--- src/core/hgb_map.svh ---
// Purpose: Addresses, strap masks, request codes and reset values for the GPIO bridge port
// Assumes: Byte addresses of the 32-bit register window for pins 64..95
// Notes:   Definitions only
`ifndef HGB_MAP_SVH
`define HGB_MAP_SVH
// ==========================================================
// Register byte addresses
`define HGB_ADDR_OEN    32'hbf80_0908
`define HGB_ADDR_IEN    32'hbf80_0918
`define HGB_ADDR_OUT    32'hbf80_0928
`define HGB_ADDR_IN     32'hbf80_0938
`define HGB_ADDR_PUE    32'hbf80_0948
`define HGB_ADDR_PDE    32'hbf80_0958
`define HGB_REG_RESET   32'h0000_0000
// ==========================================================
// Vendor request encodings
`define HGB_TYPE_RD     8'hc0
`define HGB_TYPE_WR     8'h40
`define HGB_CODE_RD     8'h04
`define HGB_CODE_WR     8'h03
// ==========================================================
// Feature controller port numbers
`define HGB_PORT_4DS    4'h6
`define HGB_PORT_6DS    4'h8
// ==========================================================
// Pins given to the GPIO function per strap option and with no EEPROM (bit n = pin 64+n)
`define HGB_MASK_I2C    32'hf000_50c0
`define HGB_MASK_I2S    32'h3000_0040
`define HGB_MASK_UART   32'hf000_0000
`define HGB_MASK_FLEX   32'hfc0c_50c0
`define HGB_MASK_FIFTH  32'hf000_50c0
`define HGB_MASK_NOEEP  32'h0000_0030
`endif

--- src/core/hgb_pkg.sv ---
// Purpose: Types for the GPIO bridge port
// Assumes: One-hot state codes
// Notes:   Constants live in hgb_map.svh
package hgb_pkg;
  // ==========================================================
  // Request sequencer states
  typedef enum logic [3:0] {
    HGB_IDLE = 4'h1,
    HGB_WR   = 4'h2,
    HGB_RD   = 4'h4,
    HGB_ACK  = 4'h8
  } hgb_state_t;
  // Strap option codes
  typedef enum logic [2:0] {
    HGB_STRAP_I2C   = 3'h0,
    HGB_STRAP_I2S   = 3'h1,
    HGB_STRAP_UART  = 3'h2,
    HGB_STRAP_FLEX  = 3'h3,
    HGB_STRAP_FIFTH = 3'h4
  } hgb_strap_t;
endpackage

--- src/core/hgb_gpio_port.sv ---
// Purpose: GPIO port behind the hub feature controller, pins 64..95
// Assumes: Feature controller decodes endpoint-zero setup and hands bytes over here
// Notes:   Strap and EEPROM presence are caught once after reset release
`include "hgb_map.svh"

module hgb_gpio_port #(
  parameter bit SIX_PORT = 1'b0                // Six downstream ports when set
) (
  input  wire logic        clk,                // 250 MHz hub clock
  input  wire logic        rst_n,              // Async reset, active low
  input  wire logic [2:0]  strap_option,       // Configuration strap, pin level
  input  wire logic        spi_eeprom_present, // SPI EEPROM fitted, pin level
  output logic      [3:0]  feature_port,       // Hub port number of the controller
  input  wire logic        setup_valid,        // Setup packet pulse
  input  wire logic [7:0]  request_type,       // Setup request type
  input  wire logic [7:0]  request_code,       // Setup request code
  input  wire logic [31:0] request_addr,       // Start byte address
  input  wire logic [15:0] request_len,        // Byte count
  input  wire logic        data_in_valid,      // Write data byte present
  input  wire logic [7:0]  data_in,            // Write data byte
  output logic             data_out_valid,     // Read data byte present
  output logic      [7:0]  data_out,           // Read data byte
  input  wire logic        data_out_ready,     // Read byte taken
  output logic             status_ack,         // Transfer complete pulse
  output logic             status_stall,       // Request refused pulse
  input  wire logic [31:0] pin_in,             // Pad levels, asynchronous
  output logic      [31:0] pin_out,            // Pad drive level
  output logic      [31:0] pin_oe,             // Pad drive enable, high drives
  output logic      [31:0] pin_pu,             // Pull-up on
  output logic      [31:0] pin_pd,             // Pull-down on
  input  wire logic [31:0] alt_out,            // Alternate function drive level
  input  wire logic [31:0] alt_oe              // Alternate function drive enable
);
  // ==========================================================
  // Storage
  logic [31:0] oen, ien, outr, pue, pde, in_state; // GPIO registers
  logic [31:0] pin_meta, pin_sync;                 // Input synchroniser
  logic [2:0]  strap_meta, strap_sync;             // Strap synchroniser
  logic        eep_meta, eep_sync;                 // EEPROM presence synchroniser
  logic        cfg_done;                           // Strap captured
  logic [31:0] gpio_sel;                           // Pins owned by GPIO
  hgb_pkg::hgb_state_t state;                      // Sequencer state
  logic [31:0] addr;                               // Current byte address
  logic [15:0] left;                               // Bytes still to move
  logic        bad_req;                            // Unknown request

  // ==========================================================
  // Feature port number
  assign feature_port = SIX_PORT ? `HGB_PORT_6DS : `HGB_PORT_4DS;

  // ==========================================================
  // Synchronisers; first stage read only by second
  always_ff @(posedge clk or negedge rst_n) begin
    if (!rst_n) begin
      pin_meta   <= 32'h0;
      pin_sync   <= 32'h0;
      strap_meta <= 3'h0;
      strap_sync <= 3'h0;
      eep_meta   <= 1'b0;
      eep_sync   <= 1'b0;
    end else begin
      pin_meta   <= pin_in;
      pin_sync   <= pin_meta;
      strap_meta <= strap_option;
      strap_sync <= strap_meta;
      eep_meta   <= spi_eeprom_present;
      eep_sync   <= eep_meta;
    end
  end

  // ==========================================================
  // Strap capture: waits for the synchroniser to fill, then freezes
  logic [1:0] cfg_wait; // Settling count after release
  always_ff @(posedge clk or negedge rst_n) begin
    if (!rst_n) begin
      cfg_wait <= 2'h0;
      cfg_done <= 1'b0;
      gpio_sel <= 32'h0;
    end else if (!cfg_done) begin
      cfg_wait <= cfg_wait + 2'h1;
      if (cfg_wait == 2'h3) begin
        cfg_done <= 1'b1;
        // Unknown strap codes leave every pin on its alternate function when the EEPROM is fitted; with no EEPROM the mask is HGB_MASK_NOEEP
        unique case (strap_sync)
          hgb_pkg::HGB_STRAP_I2C:   gpio_sel <= `HGB_MASK_I2C;
          hgb_pkg::HGB_STRAP_I2S:   gpio_sel <= `HGB_MASK_I2S;
          hgb_pkg::HGB_STRAP_UART:  gpio_sel <= `HGB_MASK_UART;
          hgb_pkg::HGB_STRAP_FLEX:  gpio_sel <= `HGB_MASK_FLEX;
          hgb_pkg::HGB_STRAP_FIFTH: gpio_sel <= `HGB_MASK_FIFTH;
          default:                  gpio_sel <= 32'h0;
        endcase
        if (!eep_sync) begin
          gpio_sel <= `HGB_MASK_NOEEP | 32'h0;
        end
      end
    end
  end

  // ==========================================================
  // Pad steering: alternate function pins see none of the GPIO bits
  assign pin_oe  = (gpio_sel & oen) | (~gpio_sel & alt_oe);
  assign pin_out = (gpio_sel & outr) | (~gpio_sel & alt_out);
  assign pin_pu  = gpio_sel & pue;
  assign pin_pd  = gpio_sel & pde;

  // Input state follows the pad only where input is enabled and the pin is owned by GPIO
  always_ff @(posedge clk or negedge rst_n) begin
    if (!rst_n) begin
      in_state <= `HGB_REG_RESET;
    end else begin
      in_state <= pin_sync & ien & gpio_sel;
    end
  end

  // ==========================================================
  // Byte read mux; unmapped addresses read zero
  function automatic logic [7:0] rd_byte(input logic [31:0] a);
    logic [31:0] w;
    w = 32'h0;
    unique case ({a[31:2], 2'b00})
      `HGB_ADDR_OEN: w = oen;
      `HGB_ADDR_IEN: w = ien;
      `HGB_ADDR_OUT: w = outr;
      `HGB_ADDR_IN:  w = in_state;
      `HGB_ADDR_PUE: w = pue;
      `HGB_ADDR_PDE: w = pde;
      default:       w = 32'h0;
    endcase
    return w[{a[1:0], 3'b000} +: 8];
  endfunction

  // ==========================================================
  // Request sequencer
  assign bad_req = !((request_type == `HGB_TYPE_RD && request_code == `HGB_CODE_RD) ||
                     (request_type == `HGB_TYPE_WR && request_code == `HGB_CODE_WR));
  wire wr_beat = (state == hgb_pkg::HGB_WR) && data_in_valid;
  wire rd_beat = (state == hgb_pkg::HGB_RD) && data_out_ready;

  always_ff @(posedge clk or negedge rst_n) begin
    if (!rst_n) begin
      state        <= hgb_pkg::HGB_IDLE;
      addr         <= 32'h0;
      left         <= 16'h0;
      data_out     <= 8'h0;
      status_ack   <= 1'b0;
      status_stall <= 1'b0;
    end else begin
      status_ack   <= 1'b0;
      status_stall <= 1'b0;
      unique case (state)
        hgb_pkg::HGB_IDLE: begin
          if (setup_valid) begin
            addr     <= request_addr;
            left     <= request_len;
            data_out <= rd_byte(request_addr);
            if (bad_req) begin
              status_stall <= 1'b1;
            end else if (request_len == 16'h0) begin
              state <= hgb_pkg::HGB_ACK;
            end else if (request_type == `HGB_TYPE_RD) begin
              state <= hgb_pkg::HGB_RD;
            end else begin
              state <= hgb_pkg::HGB_WR;
            end
          end
        end
        hgb_pkg::HGB_WR: begin
          if (data_in_valid) begin
            addr <= addr + 32'h1;
            left <= left - 16'h1;
            if (left == 16'h1) begin
              state <= hgb_pkg::HGB_ACK;
            end
          end
        end
        hgb_pkg::HGB_RD: begin
          if (data_out_ready) begin
            addr     <= addr + 32'h1;
            left     <= left - 16'h1;
            data_out <= rd_byte(addr + 32'h1);
            if (left == 16'h1) begin
              state <= hgb_pkg::HGB_ACK;
            end
          end
        end
        hgb_pkg::HGB_ACK: begin
          status_ack <= 1'b1;
          state      <= hgb_pkg::HGB_IDLE;
        end
      endcase
    end
  end
  assign data_out_valid = (state == hgb_pkg::HGB_RD);

  // ==========================================================
  // Register writes; input state register is read only
  always_ff @(posedge clk or negedge rst_n) begin
    if (!rst_n) begin
      oen  <= `HGB_REG_RESET;
      ien  <= `HGB_REG_RESET;
      outr <= `HGB_REG_RESET;
      pue  <= `HGB_REG_RESET;
      pde  <= `HGB_REG_RESET;
    end else if (wr_beat) begin
      unique case ({addr[31:2], 2'b00})
        `HGB_ADDR_OEN: oen[{addr[1:0], 3'b000} +: 8]  <= data_in;
        `HGB_ADDR_IEN: ien[{addr[1:0], 3'b000} +: 8]  <= data_in;
        `HGB_ADDR_OUT: outr[{addr[1:0], 3'b000} +: 8] <= data_in;
        `HGB_ADDR_PUE: pue[{addr[1:0], 3'b000} +: 8]  <= data_in;
        `HGB_ADDR_PDE: pde[{addr[1:0], 3'b000} +: 8]  <= data_in;
        default: ;
      endcase
    end
  end

  // ==========================================================
  // Assertions
  property p_port;
    @(posedge clk) disable iff (!rst_n) feature_port == (SIX_PORT ? 4'h8 : 4'h6);
  endproperty
  a_port: assert property (p_port) else $error("feature port wrong");
  property p_alt;
    @(posedge clk) disable iff (!rst_n) !cfg_done |-> (pin_pu | pin_pd) == 32'h0;
  endproperty
  a_alt: assert property (p_alt) else $error("pull active before config");
  property p_iso;
    @(posedge clk) disable iff (!rst_n) ((pin_oe ^ alt_oe) & ~gpio_sel) == 32'h0;
  endproperty
  a_iso: assert property (p_iso) else $error("GPIO leaks onto alt pin");
  property p_wr;
    @(posedge clk) disable iff (!rst_n)
      wr_beat && {addr[31:2], 2'b00} == `HGB_ADDR_OUT && addr[1:0] == 2'h0
      |=> outr[7:0] == $past(data_in);
  endproperty
  a_wr: assert property (p_wr) else $error("output byte not stored");
  property p_wr_ack;
    @(posedge clk) disable iff (!rst_n) wr_beat && left == 16'h1 |-> ##2 status_ack;
  endproperty
  a_wr_ack: assert property (p_wr_ack) else $error("no ack after last write");
  property p_rd_ack;
    @(posedge clk) disable iff (!rst_n) rd_beat && left == 16'h1 |-> ##2 status_ack;
  endproperty
  a_rd_ack: assert property (p_rd_ack) else $error("no ack after last read");
  property p_stall;
    @(posedge clk) disable iff (!rst_n)
      state == hgb_pkg::HGB_IDLE && setup_valid && bad_req |=> status_stall && !status_ack;
  endproperty
  a_stall: assert property (p_stall) else $error("bad request not stalled");
  property p_in;
    @(posedge clk) disable iff (!rst_n) (in_state & ~$past(ien)) == 32'h0;
  endproperty
  a_in: assert property (p_in) else $error("input read without enable");
  property p_drive;
    @(posedge clk) disable iff (!rst_n)
      ((pin_out ^ outr) & gpio_sel & oen) == 32'h0;
  endproperty
  a_drive: assert property (p_drive) else $error("driven level differs");
  c_rd: cover property (@(posedge clk) disable iff (!rst_n) rd_beat ##[1:4] status_ack);
  c_wr: cover property (@(posedge clk) disable iff (!rst_n) wr_beat ##[1:4] status_ack);
  c_st: cover property (@(posedge clk) disable iff (!rst_n) status_stall);
endmodule

--- config.mk ---
export PLATFORM = sky130hd
export DESIGN_NAME = hgb_gpio_port
export DESIGN_NICKNAME = d
export VERILOG_FILES = /design/src/core/hgb_pkg.sv /design/src/core/hgb_gpio_port.sv
export VERILOG_INCLUDE_DIRS = /design/src /design/src/core
export SDC_FILE = /design/constraint.sdc
export NUM_CORES = 1
export LEC_CHECK = 0
export BUFFER_PORTS_ARGS = -buffer_cell sky130_fd_sc_hd__clkbuf_2
export CAP_MARGIN = 20
export CORE_AREA = 2 2 219 264
export CTS_CLUSTER_SIZE = 10
export DETAILED_ROUTE_END_ITERATION = 10
export DIE_AREA = 0 0 221 266
export SLEW_MARGIN = 10
export SYNTH_ARGS = -nofsm -noshare
export SYNTH_HDL_FRONTEND = slang
export SYNTH_SLANG_ARGS = --single-unit
--- constraint.sdc ---
create_clock -name clk -period 4.4 [get_ports clk]
set_input_delay 0.88 -clock clk [delete_from_list [all_inputs] [get_ports clk]]
set_output_delay 0.88 -clock clk [all_outputs]
set_load 0.05 [all_outputs]
==> summary.txt <==
Asr flop ratio synth: 1.00
Vias in the first global route: 15621
Most common cell in the netlist: nand2_1
Yosys cell types: 82
Clock buffer depth: 3
ANT cells: 0
Layout area overhead: 16.9%
Register Area: 7030 sq um
Post-Synth Simple-Gate Area: 0.223
Post-CTS sizing: 0
Final period utilization: 0.860
Post-Syn Instances: 1965
Pint: 0.00551 W
RePlAce Congestion: 0.962
Top cells by count, synth: 392 x nand2_1, 280 x dfrtp_1, 250 x o21ai_0
Slew HR: 0.334
Met2 Track Usage GR: 0.342
Largest delay contributor family on the critical path: simple AND/OR/NAND/NOR gates
Post-synth top area share: 0.419
Largest family of logic cells by synthesized area: simple AND/OR/NAND/NOR gates
Kind of critical path: reg -> reg
Share of layout cells above drive strength 1: 0.195
PortBufs: 189
Maximum vdd drop: 0.000289 V
Total gr overflow: 0
Worst Max-Slew Pin Slew: 999 ps
Endpoints failing hold: 0
DR vias: 15876
Post-synthesis mux area share: 0.0817
Total GRT Usage: 0.208
Global route hottest layer: met2
Yosys top cell by area: dfrtp_1
Clock sinks: 281
Worst-case reg-to-reg path depth: 12
Setup ws final: 617 ps
Sw Ratio: 0.413
Post-synthesis xor/xnor area fraction: 0.00786
Initial DRC Count: 1717
Highest clock rate: 264 MHz
Clk_skew: 14.6 ps
Combinational Power Share: 0.360
# fillers: 5835
Synth Register Bits: 281
Slew Limit Fails: 0
EDFF count, synth: 0
Initial antenna violation count: 0
P_leak: 8.26 nW
CP Data Arrival Time: 4210 ps
Crit-path most repeated cell: buf_4
HP Class: reg -> reg
Layout Nets: 2311
WP data required: 4820 ps
GR Util met1: 0.261
Setup crit start kind: flip-flop
Htree depth: 2
Clock buffer count from CTS: 36
CP bufs+invs: 2
Clk pwr share: 0.292
TritonCTS clock tree: built
PwrDens: 480 nW/um^2
Clock insertion delay at the later pin of the skew report: 550 ps
Setup TNS: 0 ps
Status: finished, final reports clean
Worst hold stages: 0
NetSw: 0.00388 W
Multi-input logic area: 8700 sq um
Dpl ws: 426 ps
DP Wirelength: 45800 um
Die width: 221 um
Hold Buf Count CTS: 0
First-pass GRT wire length: 94600 um
First drt pass iteration count: 6
Power, Total: 0.00938 W
Post-Syn Area per Cell: 8.51 sq um
Initial Util: 0.295
Largest net degree at the start of global routing: 119
Crit path depth: 12
Top_reg_cell synth: dfrtp_1
Synth Area in Compound Gates: 0.189
Post-synthesis cell area: 16700 sq um
Die height: 266 um
DRT antenna net count: 0
# setup viols final: 0
Die Area: 58800 sq um
Adder-cell share of the synthesized area: 0.00599
Clock Tree Root: clkbuf_16
Share of total power in sequential cells: 0.348
Top Ports: 320
GRT met3 Usage: 0.0369
CP max stage cell: dfrtp_1
Drt wl/cell: 21.7 um
Final Critical Period: 3780 ps
CP cell instances: nand4_2 > nor4_2 > nand3_1 > mux2i_1 > o31ai_1 > buf_4 > and3_1 > nor2b_1 > buf_4 > a221oi_1 > a211oi_1 > or3_1
Via density: 5.52
Sequential area share after synthesis: 0.421
Highest net fanout along the worst path: 11
Post-CTS Setup Repair Bufs: 0
DRC Markers: 0
Max Cap Viol: 0
FP Rows: 96
Final WL: 62300 um
CP max stage delay: 600 ps
Top cells by area, synth: dfrtp_1 42%, nand2_1 8.8%, o21ai_0 7.5%
RSZ-0062 raised after global routing: no
Clock slew at reported path FFs: 50 ps
CP Capture Type: flip-flop
Core footprint: 56600 sq um
Yosys Warn Count: 0
-- per-stage QoR --
stage               hold slack, ps  instance area [sq um]  cells  utilization
finish                         346                  19500   2874        0.345
floorplan                      331                  16900   2003            -
global route                   352                  19500   2874        0.345
detailed placement             335                  18500   2823        0.327
global placement               333                  18500   2823        0.327
CTS                            346                  19500   2874        0.345
-- flip-flops by register name, indices dropped and copies added (netlist names), 2 cells and up --
| signal | flops |
|---|---|
| oen | 32 |
| pde | 32 |
| left | 16 |
| gpio_sel | 6 |
| pin_sync | 14 |
| state | 4 |
| in_state | 14 |
| pin_meta | 14 |
| addr | 32 |
| outr | 32 |
| strap_meta | 3 |
| ien | 32 |
| cfg_wait | 2 |
| data_out | 8 |
| strap_sync | 3 |
| pue | 32 |
-- area by class of cell --
| type | instances | share of cell area |
|---|---|---|
| Clock inverter | 7 | 0.00384 |
| Timing Repair Buffer | 283 | 0.0889 |
| Multi-Input combinational cell | 1497 | 0.445 |
| Tap cell | 735 | 0.0471 |
| Clock buffer | 44 | 0.0502 |
| Inverter | 27 | 0.00519 |
| Sequential cell | 281 | 0.360 |
-- kinds of logic after synthesis --
family | Yosys count
xor gates and xnor gates | 15
AOI/OAI and AO/OA | 545
buffers and inverters | 225
adders and majority gates | 8
other | 2
and+or+nand+nor | 768
muxes | 121
DFF | 281
-- power groups by stage --
stage	clock network, W	logic (W)	registers (W)
after global placement	0	0.00327	0.00328
after floorplan	0	0.00242	0.00310
after detailed placement	0	0.00333	0.00329
after CTS	0.00281	0.00334	0.00325
after global routing	0.00291	0.00366	0.00331
final	0.00274	0.00338	0.00326
-- routing by layer --
| layer | vias up | part of all wire |
|---|---|---|
| li1 | 7243 | - |
| met1 | 7611 | 0.40 |
| met2 | 818 | 0.47 |
| met3 | 204 | 0.078 |
| met4 | 0 | 0.052 |
| met5 | - | 0 |
-- layout by cell type (no fill, tap or decap), types with 11 or more instances in the layout --
| cell type | instances |
|---|---|
| inv_1 | 26 |
| or3_1 | 12 |
| nand4_1 | 23 |
| nor4_1 | 28 |
| o221ai_1 | 13 |
| clkbuf_2 | 188 |
| a221oi_1 | 17 |
| and3_1 | 21 |
| mux2i_1 | 69 |
| mux2_2 | 44 |
| a21oi_1 | 144 |
| and2_1 | 36 |
| o31ai_1 | 11 |
| a22oi_1 | 11 |
| clkbuf_16 | 36 |
| conb_1 | 40 |
| nor3_1 | 43 |
| dfrtp_1 | 280 |
| a211oi_1 | 12 |
| nand3_1 | 54 |
| nor2_1 | 78 |
| o21ai_0 | 250 |
| buf_4 | 88 |
| o22ai_1 | 24 |
| nand2_1 | 392 |
-- path summary, 6_finish.rpt --
check | startpoint | end | slack, ps
min in group asynchronous | rst_n | pin_meta[29] | 440
worst max-delay path | addr[9] | data_out[6] | 620
max in group asynchronous | rst_n | state[0] | 3020
worst min register to register | pin_meta[12] | pin_sync[12] | 350
worst min-delay path | pin_meta[12] | pin_sync[12] | 350
worst max register to register | addr[9] | data_out[6] | 620
Power figures use the tool's default switching activity.
